### src/core/sac_pkg.sv
// Purpose: constants for the first synthesizer control registers
// Assumes: 8-bit registers on a plain strobe port
// Notes: offsets are byte register numbers

package sac_pkg;
    localparam int ADDR_W = 8;
    localparam int DATA_W = 8;
    localparam logic [7:0] OFF_CTRL_0 = 8'h38;
    localparam logic [7:0] OFF_CTRL_1 = 8'h39;
    localparam logic [7:0] OFF_FBDIV_HIGH = 8'h3a;
    localparam logic [7:0] OFF_FBDIV_LOW = 8'h3b;
    localparam int POS_PDN = 0;
    localparam int POS_SYNC_EN = 1;
    localparam int POS_PDIV_LO = 2;
    localparam int POS_DBL = 4;
    localparam int POS_CTRL1_RSV = 5;
    localparam logic [2:0] RST_PDIV = 3'h7;
    localparam logic RST_SYNC_EN = 1'b1;
    localparam logic RST_PDN = 1'b0;
    localparam logic RST_DBL = 1'b1;
    localparam logic RST_CTRL1_RSV = 1'b0;
    localparam logic [3:0] RST_CP = 4'h8;
    localparam logic [3:0] RST_FB_HI = 4'h0;
    localparam logic [7:0] RST_FB_LO = 8'h66;
    localparam logic [7:0] MASK_CTRL_0 = 8'h1f;
    localparam logic [7:0] MASK_CTRL_1 = 8'h3f;
    localparam logic [7:0] MASK_FB_HI = 8'h0f;
    localparam logic [7:0] MASK_FB_LO = 8'hff;
    // calibration length in clk cycles, plain default
    localparam logic [7:0] CAL_CYCLES = 8'h40;
    typedef enum logic [1:0] {
        SAC_OFF = 2'b00,
        SAC_CAL = 2'b01,
        SAC_LOCKED = 2'b11
    } sac_state_t;
endpackage

### src/core/sac_ratio.sv
// Purpose: registered ratio decode for post and feedback dividers
// Assumes: same clock as register bank
// Notes: one cycle of latency on every ratio

`timescale 1ns/100ps

module sac_ratio
    import sac_pkg::*;
(
    input wire logic clk,
    input wire logic rst_n,
    input wire logic [2:0] pdiv_code,
    input wire logic [11:0] fb_value,
    output logic [3:0] post_ratio,
    output logic [11:0] fb_ratio
);
    logic [3:0] post_d;
    logic [11:0] fb_d;

    always_comb
    begin
        if (pdiv_code < 3'h2)
            post_d = 4'h2;
        else
            post_d = {1'b0, pdiv_code} + 4'h1;
        fb_d = (fb_value == 12'h000) ? 12'h001 : fb_value;
    end

    always_ff @(posedge clk)
    begin
        if (!rst_n)
        begin
            post_ratio <= 4'h8;
            fb_ratio <= 12'h066;
        end
        else
        begin
            post_ratio <= post_d;
            fb_ratio <= fb_d;
        end
    end
endmodule

### src/core/sac_regs.sv
// Purpose: control registers of the first frequency synthesizer
// Assumes: single-cycle strobes, read data valid the cycle after
// Notes: unmapped addresses read zero and ignore writes

`timescale 1ns/100ps

// Functional notes
// - post-divider codes 0,1 give 2, else code+1
// - sync enable resyncs channels on sync event
// - power-down bit gates auto enable after reset
// - power-down set disables, holds calibration reset
// - power-down clear re-enables, restarts calibration
// - doubler enable bit drives primary doubler
// - four-bit pump current code, reset eight
// - twelve-bit feedback ratio, zero means one
// - high divider nibble holds bits eleven..eight
// - low divider byte resets to 0x66
module sac_regs
    import sac_pkg::*;
(
    input wire logic clk,
    input wire logic rst_n,
    input wire logic [sac_pkg::ADDR_W-1:0] addr,
    input wire logic [sac_pkg::DATA_W-1:0] wdata,
    input wire logic wr_en,
    input wire logic rd_en,
    input wire logic sync_event,
    output logic [sac_pkg::DATA_W-1:0] rdata,
    output logic [3:0] post_ratio,
    output logic [11:0] fb_ratio,
    output logic [3:0] pump_current_code,
    output logic ref_doubler_enable,
    output logic synth_enable,
    output logic cal_reset,
    output logic cal_done,
    output logic resync_pulse
);
    import sac_pkg::*;

    logic [2:0] post_divider_select_q, post_divider_select_d;
    logic sync_resync_enable_q, sync_resync_enable_d;
    logic synth_a_power_down_q, synth_a_power_down_d;
    logic dbl_q, dbl_d;
    logic rsv5_q, rsv5_d;
    logic [3:0] cp_q, cp_d;
    logic [11:0] feedback_int_divider_q, feedback_int_divider_d;
    logic [7:0] rdata_d;
    sac_state_t state_q, state_d;
    logic [7:0] cal_cnt_q, cal_cnt_d;
    logic sync_m_q, sync_s_q, sync_p_q;
    logic en_d, calrst_d, done_d, resync_d;

    function automatic logic hit(input logic [7:0] a, input logic [7:0] off);
        hit = (a == off);
    endfunction

    // register bank
    // one write port; every field lands on the write edge
    // reads have no side effects, so back-to-back strobes are harmless
    always_comb
    begin
        post_divider_select_d = post_divider_select_q;
        sync_resync_enable_d = sync_resync_enable_q;
        synth_a_power_down_d = synth_a_power_down_q;
        dbl_d = dbl_q;
        rsv5_d = rsv5_q;
        cp_d = cp_q;
        feedback_int_divider_d = feedback_int_divider_q;
        if (wr_en && hit(addr, OFF_CTRL_0))
        begin
            post_divider_select_d = wdata[POS_PDIV_LO +: 3];
            sync_resync_enable_d = wdata[POS_SYNC_EN];
            synth_a_power_down_d = wdata[POS_PDN];
        end
        if (wr_en && hit(addr, OFF_CTRL_1))
        begin
            dbl_d = wdata[POS_DBL];
            rsv5_d = wdata[POS_CTRL1_RSV];
            cp_d = wdata[3:0];
        end
        if (wr_en && hit(addr, OFF_FBDIV_HIGH))
            feedback_int_divider_d[11:8] = wdata[3:0];
        if (wr_en && hit(addr, OFF_FBDIV_LOW))
            feedback_int_divider_d[7:0] = wdata;
        // unimplemented upper bits are masked off here; spare bit 5 is kept
        rdata_d = 8'h00;
        if (rd_en)
        begin
            if (hit(addr, OFF_CTRL_0))
                rdata_d = {3'h0, post_divider_select_q, sync_resync_enable_q,
                    synth_a_power_down_q} & MASK_CTRL_0;
            else if (hit(addr, OFF_CTRL_1))
                // bit 5 is a stored spare and reads back
                rdata_d = {2'h0, rsv5_q, dbl_q, cp_q} & MASK_CTRL_1;
            else if (hit(addr, OFF_FBDIV_HIGH))
                rdata_d = {4'h0, feedback_int_divider_q[11:8]} & MASK_FB_HI;
            else if (hit(addr, OFF_FBDIV_LOW))
                rdata_d = feedback_int_divider_q[7:0] & MASK_FB_LO;
            else
                rdata_d = 8'h00;
        end
    end

    always_ff @(posedge clk)
    begin
        if (!rst_n)
        begin
            post_divider_select_q <= RST_PDIV;
            sync_resync_enable_q <= RST_SYNC_EN;
            synth_a_power_down_q <= RST_PDN;
            dbl_q <= RST_DBL;
            rsv5_q <= RST_CTRL1_RSV;
            cp_q <= RST_CP;
            feedback_int_divider_q <= {RST_FB_HI, RST_FB_LO};
            rdata <= 8'h00;
        end
        else
        begin
            post_divider_select_q <= post_divider_select_d;
            sync_resync_enable_q <= sync_resync_enable_d;
            synth_a_power_down_q <= synth_a_power_down_d;
            dbl_q <= dbl_d;
            rsv5_q <= rsv5_d;
            cp_q <= cp_d;
            feedback_int_divider_q <= feedback_int_divider_d;
            rdata <= rdata_d;
        end
    end

    // synthesizer enable and calibration sequencer
    // calibration length is a plain default; real lock time is analogue
    always_comb
    begin
        state_d = state_q;
        cal_cnt_d = cal_cnt_q;
        case (state_q)
            SAC_OFF:
            begin
                cal_cnt_d = 8'h00;
                if (!synth_a_power_down_q)
                    state_d = SAC_CAL;
            end
            SAC_CAL:
            begin
                // power-down checked first so it beats the final count; a write landing on the lock edge still shows one cycle of lock
                if (synth_a_power_down_q)
                    state_d = SAC_OFF;
                else if (cal_cnt_q == CAL_CYCLES - 8'h01)
                    state_d = SAC_LOCKED;
                else
                    cal_cnt_d = cal_cnt_q + 8'h01;
            end
            SAC_LOCKED:
            begin
                if (synth_a_power_down_q)
                    state_d = SAC_OFF;
            end
            default:
                state_d = SAC_OFF;
        endcase
        en_d = (state_d != SAC_OFF);
        calrst_d = (state_d == SAC_OFF);
        done_d = (state_d == SAC_LOCKED);
        // sync pin is asynchronous, edge taken after two flops
        resync_d = sync_s_q && !sync_p_q && sync_resync_enable_q;
    end

    always_ff @(posedge clk)
    begin
        if (!rst_n)
        begin
            state_q <= SAC_OFF;
            cal_cnt_q <= 8'h00;
            sync_m_q <= 1'b0;
            sync_s_q <= 1'b0;
            sync_p_q <= 1'b0;
            synth_enable <= 1'b0;
            cal_reset <= 1'b1;
            cal_done <= 1'b0;
            resync_pulse <= 1'b0;
        end
        else
        begin
            state_q <= state_d;
            cal_cnt_q <= cal_cnt_d;
            sync_m_q <= sync_event;
            sync_s_q <= sync_m_q;
            sync_p_q <= sync_s_q;
            synth_enable <= en_d;
            cal_reset <= calrst_d;
            cal_done <= done_d;
            resync_pulse <= resync_d;
        end
    end

    // re-registered so every port comes straight from a flop
    always_ff @(posedge clk)
    begin
        if (!rst_n)
        begin
            pump_current_code <= RST_CP;
            ref_doubler_enable <= RST_DBL;
        end
        else
        begin
            pump_current_code <= cp_q;
            ref_doubler_enable <= dbl_q;
        end
    end

    // ratios trail the write edge by two edges, like the other outputs
    sac_ratio u_ratio (
        .clk(clk),
        .rst_n(rst_n),
        .pdiv_code(post_divider_select_q),
        .fb_value(feedback_int_divider_q),
        .post_ratio(post_ratio),
        .fb_ratio(fb_ratio)
    );
endmodule

### config.mk
export PLATFORM = sky130hd
export DESIGN_NAME = sac_regs
export DESIGN_NICKNAME = d
export VERILOG_FILES = /design/src/core/sac_pkg.sv /design/src/core/sac_ratio.sv /design/src/core/sac_regs.sv
export SDC_FILE = /design/constraint.sdc
export NUM_CORES = 1
export LEC_CHECK = 0
export ABC_AREA = 0
export BUFFER_PORTS_ARGS = -buffer_cell sky130_fd_sc_hd__buf_2
export CAP_MARGIN = 20
export CORE_ASPECT_RATIO = 0.6
export CORE_MARGIN = 5
export CORE_UTILIZATION = 40
export DETAILED_ROUTE_END_ITERATION = 12
export GPL_TIMING_DRIVEN = 0
export HOLD_SLACK_MARGIN = 0.12
export PLACE_DENSITY = 0.66
export SYNTH_ARGS = -nofsm -noshare
export SYNTH_HDL_FRONTEND = slang
export SYNTH_HIERARCHICAL = 1
export SYNTH_SLANG_ARGS = --single-unit
### constraint.sdc
create_clock -name clk -period 1.8 [get_ports clk]
set_clock_uncertainty 0.15 [all_clocks]
set_input_delay 0.36 -clock clk [delete_from_list [all_inputs] [get_ports clk]]
set_output_delay 0.36 -clock clk [all_outputs]
set_load 0.01 [all_outputs]
## After elaboration in Yosys (flattened, before gate mapping)

Index checks and enable logic that the tools add are counted.

- Register bits: 69
- Bits in latches: 0
- Memory bits (writable): 0
- Memory bits (read-only): 0
- Input bits: 21
- Output and inout bits: 33
- Word-level logic and storage cells: 74
- Memories: 0

- Add/sub/neg operators: 2
- Multipliers: 0
- Div/mod/pow operators: 0
- Magnitude comparators: 1
- Equal/unequal tests: 10
- Shift-type cells: 0
- Mux-type cells: 14
- Bitwise logic cells: 3
- Reduce and logical (&&, ||, !) cells: 18

Operators by type and width:

| kind | count |
|---|---|
| == test 8 x 6 -> 1 bit (second input constant) | 5 |
| 2-to-1 mux 6 bit | 3 |
| 2-to-1 mux 8 bit | 2 |
| one-hot mux 8 bit (2 select lines) | 1 |
| logical NOT 12 bit | 1 |
| adder 8 x 1 -> 8 bit (second input constant) | 1 |
| 2-to-1 mux 2 bit | 4 |
| 2-to-1 mux 7 bit | 1 |
| logical AND 1 bit | 6 |
| one-hot mux 2 bit (3 select lines) | 1 |
| OR reduction 6 bit | 1 |
| 2-to-1 mux 5 bit | 1 |
| adder 3 x 1 -> 4 bit (second input constant) | 1 |
| == test 2 bit (second input constant) | 2 |
| logical NOT 2 bit | 2 |
| 2-to-1 mux 4 bit | 1 |
| inequality test 2 bit (second input constant) | 2 |
| nonzero test 2 bit | 2 |
| OR reduction 2 bit | 2 |
| less-than comparator 3 x 2 -> 1 bit (second input constant) | 1 |
| NOT 1 bit | 3 |
| AND reduction 3 bit | 1 |
| OR reduction 3 bit | 1 |
| == test 2 x 1 -> 1 bit (second input constant) | 1 |
| other kinds (2) | 2 |

## Logic depth before layout (Yosys ltp)

Gate-level depths: netlist of run 1.

- Depth in word-level cells: 5
- Depth in mapped cells: 6
- Mapped depth without buffers: 5

## Modules after synthesis

The synthesis of run 1 kept the hierarchy.

Modules (own cells, without submodules):

| module | instances | cells an instance | area each (µm²) |
|---|---|---|---|
| sac_regs | 1 | 215 | 2060.7 |
| sac_ratio | 1 | 41 | 498.0 |

## Worst setup path after synthesis of run 1

No wires, ideal clock.

- Kind: register to register
- From: register cal_cnt_q[0]
- To: register cal_cnt_q[2]
- Library setup time: 72 ps
- Data arrival time: 1517 ps
- Data required time: 1578 ps
- Slack: 61 ps
- Stages on the path, launching flop included: 7
- Path through: dfxtp_1 > ha_1 > nand4_1 > o41ai_1 > clkbuf_1 > or4_2 > a21oi_1

- Cells in the longest elaborated chain, start to end: 4
- Elaborated cells on any way between the ends: 7

RTL lines:

| item | RTL line | RTL |
|---|---|---|
| from (decl) | sac_regs.sv:49 | `logic [7:0] cal_cnt_q, cal_cnt_d;` |
| from (signal assigned) | sac_regs.sv:185 | `cal_cnt_q <= cal_cnt_d;` |
| adder 8 x 1 -> 8 bit | sac_regs.sv:151 | `cal_cnt_d = cal_cnt_q + 8'h01;` |
| 2-to-1 mux 8 bit | sac_regs.sv:148 | `else if (cal_cnt_q == CAL_CYCLES - 8'h01)` |
| 2-to-1 mux 8 bit | sac_regs.sv:146 | `if (synth_a_power_down_q)` |
| one-hot mux 8 bit (2 select lines) | sac_regs.sv:136 | `case (state_q)` |

Parallel ways exist; a longest one is shown, timed or not. The select of a mux whose other input is x is not followed.
A chain may end at the register's enable or synchronous reset.

## Final worst setup path of run 1

- From: register cal_cnt_q[1]
- To: register cal_cnt_q[2]

Same word-level chain as after synthesis.

==> results of run 1 <==
per-stage QoR:
step                      utilization [%]  instances  setup slack, ns  setup TNS [ns]  power [mW]
after detailed placement            47.42        392          -0.2664          -4.886       1.699
after global routing                53.08        420         -0.07661         -0.3405       3.031
after floorplan                         -        256          0.06095               0       1.641
after CTS                           52.01        416         0.004055               0       2.942
after global placement              47.42        392          -0.2706          -5.250       1.697
final                               53.08        420         -0.02049        -0.02049       2.911
worst min-delay path, delay by kind of cell:
family / cells / cell delay, ns
simple gates: 1 / 0.05
buf+inv: 1 / 0.10
compound gates: 1 / 0.06
logic make-up (layout without fill, tap and decap cells):
group | count (synthesis) | after routing | share of synthesized area, %
flops | 69 | 69 | 53.99
mux | 15 | 15 | 6.406
simple gates | 115 | 115 | 26.46
buf+inv | 15 | 95 | 2.396
fa+ha+maj | 2 | 2 | 0.9778
compound gates | 40 | 40 | 9.780
area by class of cell:
class	count	area [um2]	area share (%)
plain buffers	13	58.81	1.797
clock buffers	12	145.1	4.434
clock inverters	4	47.55	1.453
inverters	2	7.507	0.2294
multi-input cells	172	1161	35.47
flip-flops and latches	69	1388	42.39
well taps	84	105.1	3.211
repair buffers	64	360.3	11.01
routing by layer:
metal	routed length, um	track usage [%]
met1	3192	24.02
met2	2644	22.97
met3	573	6.083
met4	63	5.067
met5	0	0
cell usage after synthesis, drive strengths merged:
cell type	instances	area (um2)
dfxtp	69	1381
nand2	30	112.6
o21ai	17	85.08
and2	16	100.1
nand3	14	80.08
mux2i	13	130.1
clkbuf	9	33.78
a211oi	6	45.04
nand2b	6	37.54
nand4	6	37.54
nor2b	6	37.54
or3	6	38.79
a21oi	5	25.02
nor2	5	18.77
buf	4	20.02
nor3b	4	30.03
o31ai	4	30.03
or2b	4	30.03
nor4	3	18.77
or4	3	25.03
and3	2	12.51
ha	2	25.02
inv	2	7.510
nand3b	2	15.01
nor3	2	10.01
nor4b	2	38.78
o21a	2	15.01
o41ai	2	17.52
a21boi	1	7.510
a22oi	1	7.510
a32o	1	10.01
and3b	1	8.760
mux2	1	11.26
mux4	1	22.52
nand4b	1	8.760
o211ai	1	7.510
or2	1	6.260
or4b	1	10.01
power breakdown:
group          internal (mW)  switching (mW)  total [mW]  leakage [nW]
logic                 0.0587          0.0788       0.138         0.720
clock network          0.674           0.557        1.23        0.0964
registers               1.54         0.00664        1.54         0.559
how the worst max path moves through the flow:
stage                   endpoint          from  cells past startpoint  slack, ns
global route        cal_cnt_q[2]  cal_cnt_q[1]                      6      -0.08
global placement           dbl_q       addr[7]                      5      -0.27
CTS                 cal_cnt_q[2]  cal_cnt_q[1]                      6      0.004
floorplan           cal_cnt_q[2]  cal_cnt_q[0]                      6       0.06
detailed placement       cp_q[3]       addr[7]                      5      -0.27
finish              cal_cnt_q[2]  cal_cnt_q[1]                      6      -0.02
sequential cells by signal (all words and copies together) (netlist names):
register / cells
sync_p_q: 1
resync_pulse: 1
pump_current_code: 4
cp_q: 4
ref_doubler_enable: 1
sync_resync_enable_q: 1
post_divider_select_q: 3
synth_enable: 1
rdata: 8
u_ratio/post_ratio: 4
cal_cnt_q: 8
rsv5_q: 1
sync_m_q: 1
cal_reset: 1
feedback_int_divider_q: 12
dbl_q: 1
u_ratio/fb_ratio: 12
cal_done: 1
synth_a_power_down_q: 1
state_q: 2
sync_s_q: 1
what timing repair did:
item,4_1_cts,5_1_grt
endpoints found under the setup margin,6,17
endpoints found under the hold margin,7,0
gates resized for setup,7,9
pin swaps,1,5
cloned,1,0
hold buffers,5,0
buffers inserted,2,4
==> flow_summary.ini, run 1 <==
[run_status]
outcome = finished with violations
violations = negative setup slack

[cts]
clock-root-buffer = sky130_fd_sc_hd__clkbuf_8
cts_buffers = 9
cts_num_sinks = 69
path_clk_slew_ns = 0.07
htree_num_levels = 3
clkLatencyLatePin_ns = 0.34
cts_tree = done
max-clock-path-buffers = 2

[die]
fp-row-count = 22
design.portCount = 54
floorplan.die.width_um = 113.3
die-height_um = 71.95
core_area_um2 = 6166
die_area_um2 = 8149
starting_density_of_the_core_pct = 41.50

[sta]
worst-slew-pin-transition_ns = 0.8107
worst_slew_margin_rel_pct = 45.38
report.final.hold_viol_count = 0
final_min_period_over_clock_period_pct = 101.1
rsz0062_at_grt = yes
hold-worst-slack_ns = 0.1266
final_slew_viol_count = 0
final.setup.worst_slack_ns = -0.02049
final_period_minus_worst_setup_slack_ns = 1.820
achievable-frequency_mhz = 549.3
setup_viol_count_final = 1

[min_path]
hold_path.class = primary input to flip-flop
timing.hold.worst_endpoint = feedback_int_divider_q[7]
hold_start = wdata[7]
hold_path_depth = 3

[setup_path]
reg2reg_from = cal_cnt_q[1]
reg2regPathDepth = 6
reg2reg_setup_slack_ns = -0.02
timing.critical_path.fanout_max = 4
crit_slowest_cell = sky130_fd_sc_hd__or4_2
reg2reg_to = cal_cnt_q[2]
cp_top_family = simple AND/OR/NAND/NOR gates
cp-start-kind = flip-flop
timing.critical_path.buf_inv = 1
timing_worst_setup_path_type = flip-flop to flip-flop
worst-endpoint-required_ns = 1.93
cp_cell_sequence = ha_4 -> nand4_1 -> o41ai_4 -> buf_4 -> or4_2 -> a21oi_2
critPathArrivalTime_ns = 1.95
worst_setup_path_end_kind = flip-flop
cp_slowest_stage_delay_ns = 0.55

[cells_and_area]
final_net_count = 354
antenna_cells_inserted = 0
most_common_library_cell_in_the_layout_ignoring_fill_and_taps = sky130_fd_sc_hd__dfxtp_1
layout-drive-gt1-share_pct = 28.87
most-common-layout-cells = sky130_fd_sc_hd__dfxtp_1 (66), sky130_fd_sc_hd__buf_2 (56), sky130_fd_sc_hd__nand2_1 (30)
final_design_area_no_fill_um2 = 3273
fillCellCount = 607
area_growth_pct = 27.92

[routing]
route.final.wire_length_um = 6475
drtIter0Drc = 106
route.detailed.wl_per_inst_um = 15.42
detail_route.drc_violations = 0
drt-pass1-iter-count = 4
postRouteAntennaNets = 0
via_per_inst = 5.140
num_vias = 2159

[power]
leakage_nw = 1.376
ir_drop_v = 0.0004737
power_density_nw_per_um2 = 889.3

[synth]
synthesis.area_per_instance_um2 = 9.995
yosysWarningCount = 6
synth_unique_cells = 42
synth_seq_cells = 69
synthCells = 256
synth_area_um2 = 2559
seq_area_frac_synth_pct = 53.99
synth_fp_nets = 279

[flow_run]
max_cap_violations = 0

[place]
placed_cell_area_um2 = 2924
buffer_ports.inserted = 52
routabilityCongestion = 0.8708
dp.final_hpwl_um = 4508

[global_routing]
grt_usage_pct = 16.63
grt_start_max_net_pins = 16
grt_antenna_before_repair = 0
grt_pass1_wl_um = 10480
number_of_global_route_vias_before_repair = 2081
grt_overflow = 0
No activity file was read; power rests on OpenSTA's default activity.
==> inputs of run 2 (changes only) <==
==> constraint.sdc (replaced) <==
create_clock -name clk -period 1.8 [get_ports clk]
set_clock_uncertainty 0.15 [all_clocks]
set_input_delay 0.18 -clock clk [delete_from_list [all_inputs] [get_ports clk]]
set_output_delay 0.18 -clock clk [all_outputs]
set_load 0.01 [all_outputs]
==> flow_summary.ini, run 2 (synthesis results as in run 1) <==
[setup_path]
reg2regPathDepth = 7
reg2reg_from = cal_cnt_q[1]
critPathMostFrequentCell = sky130_fd_sc_hd__buf_4
cp_top_family = simple AND/OR/NAND/NOR gates
worst-endpoint-required_ns = 1.92
timing_worst_setup_path_type = flip-flop to flip-flop
cp-start-kind = flip-flop
worst_setup_path_end_kind = flip-flop
timing.critical_path.buf_inv = 2
reg2reg_to = cal_cnt_q[2]
cp_cell_sequence = ha_4 -> nand4_1 -> o41ai_4 -> buf_4 -> buf_4 -> or4_4 -> a21oi_2
reg2reg_setup_slack_ns = -0.03
timing.critical_path.fanout_max = 4
cp_slowest_stage_delay_ns = 0.41
critPathArrivalTime_ns = 1.94
crit_slowest_cell = sky130_fd_sc_hd__or4_4

[sta]
worst-slew-pin-transition_ns = 0.7982
rsz0062_at_grt = yes
final.setup.worst_slack_ns = -0.02866
final_period_minus_worst_setup_slack_ns = 1.829
hold-worst-slack_ns = 0.1409
worst_slew_margin_rel_pct = 46.23
final_min_period_over_clock_period_pct = 101.6
final_slew_viol_count = 0
setup_viol_count_final = 1
report.final.hold_viol_count = 0
achievable-frequency_mhz = 546.8

[cells_and_area]
most_common_library_cell_in_the_layout_ignoring_fill_and_taps = sky130_fd_sc_hd__dfxtp_1
antenna_cells_inserted = 0
multiInputGateArea_um2 = 1175
final_net_count = 359
final_design_area_no_fill_um2 = 3346
layout-drive-gt1-share_pct = 28.15
area_growth_pct = 30.76
fillCellCount = 591
stdcell_count = 425
most-common-layout-cells = sky130_fd_sc_hd__dfxtp_1 (65), sky130_fd_sc_hd__buf_2 (56), sky130_fd_sc_hd__nand2_1 (30)
registers_with_the_highest_flip_flop_counts = feedback_int_divider_q: 12 flops, u_ratio/fb_ratio: 12 flops
seq_area_um2 = 1389

[place]
placed_cell_area_um2 = 2924
routabilityCongestion = 0.8708
buffer_ports.inserted = 52
dp.final_hpwl_um = 4508
placed_cells = 392

[min_path]
timing.hold.worst_endpoint = feedback_int_divider_q[1]
hold_path.class = primary input to flip-flop
hold_path_depth = 4
hold_start = wr_en

[flow_run]
max_cap_violations = 0

[global_routing]
grt_antenna_before_repair = 0
grt_start_max_net_pins = 12
grt_usage_pct = 17.25
grt_pass1_wl_um = 10800
number_of_global_route_vias_before_repair = 2110
grt_overflow = 0

[routing]
postRouteAntennaNets = 0
num_vias = 2167
route.final.wire_length_um = 6743
drt-pass1-iter-count = 4
via_per_inst = 5.099
route.detailed.wl_per_inst_um = 15.87
drtIter0Drc = 122
detail_route.drc_violations = 0

[cts]
cts_tree = done
path_clk_slew_ns = 0.07
cts_buffers = 9
htree_num_levels = 3
cts_num_sinks = 69
clock-root-buffer = sky130_fd_sc_hd__clkbuf_8
max-clock-path-buffers = 2
clkLatencyLatePin_ns = 0.34

[run_status]
outcome = finished with violations
violations = negative setup slack

[die]
design.portCount = 54
starting_density_of_the_core_pct = 41.50
die-height_um = 71.95
die_area_um2 = 8149
fp-row-count = 22
core_area_um2 = 6166
floorplan.die.width_um = 113.3

[power]
ir_drop_v = 0.0004729
power_density_nw_per_um2 = 873.5
leakage_nw = 1.396
-- run 2: tightest hold or removal path, stage by stage --
cell	delay [ns]
sky130_fd_sc_hd__buf_2	0.12
sky130_fd_sc_hd__nand4_1	0.15
sky130_fd_sc_hd__mux2i_1	0.09
sky130_fd_sc_hd__nand2_1	0.06
-- run 2: what timing repair did --
action / 4_1_cts / 5_1_grt
hold buffers: 12 / 0
gates resized for setup: 7 / 12
pin swaps: 1 / 9
endpoints found under the hold margin: 35 / 0
cloned: 1 / 0
setup buffers: 2 / 2
setup endpoints to repair: 6 / 8
-- run 2: routing by layer --
layer / part of all wire [%] / GRT usage [%] / routed length (um) / vias to the layer above
li1: - / - / - / 1067
met1: 48 / 25.00 / 3252 / 1007
met2: 41 / 24.21 / 2759 / 82
met3: 9.6 / 6.000 / 645 / 11
met4: 1.3 / 4.800 / 85 / 0
met5: 0 / 0 / 0 / -
-- run 2: per-stage QoR --
step	setup TNS, ns	setup slack, ns	total power, mW	utilization, %
2_1_floorplan	0	0.06095	1.641	-
3_3_place_gp	-1.040	-0.1222	1.697	47.42
3_5_place_dp	-0.9460	-0.1156	1.699	47.42
4_1_cts	0	0.004093	2.956	53.15
5_1_grt	-0.4161	-0.09937	3.046	54.26
6_report	-0.02866	-0.02866	2.923	54.26
-- run 2: worst max-delay path by stage --
| stage | startpoint | endpoint | slack, ns | depth (start not counted) |
|---|---|---|---|---|
| after detailed placement | cal_cnt_q[0] | cal_cnt_q[2] | -0.12 | 6 |
| after floorplan | cal_cnt_q[0] | cal_cnt_q[2] | 0.06 | 6 |
| after global placement | cal_cnt_q[0] | cal_cnt_q[2] | -0.12 | 6 |
| after global routing | cal_cnt_q[1] | cal_cnt_q[2] | -0.1 | 7 |
| final | cal_cnt_q[1] | cal_cnt_q[2] | -0.03 | 7 |
| after CTS | cal_cnt_q[1] | cal_cnt_q[2] | 0.004 | 6 |
-- run 2: cell type report --
type                    instances  share of cell area [%]
plain buffers                  13                   1.720
clock buffers                  12                   4.338
clock inverters                 4                   1.421
inverters                       2                  0.2244
multi-input cells             172                   35.12
flip-flops and latches         69                   41.51
well taps                      84                   3.141
repair buffers                 69                   12.53
-- run 2: report_power, final --
part	total, mW	switching [mW]	internal (mW)
sequential	1.54	0.00669	1.54
combinational	0.152	0.0838	0.0687
clock	1.23	0.554	0.674
total	2.92	0.644	2.28
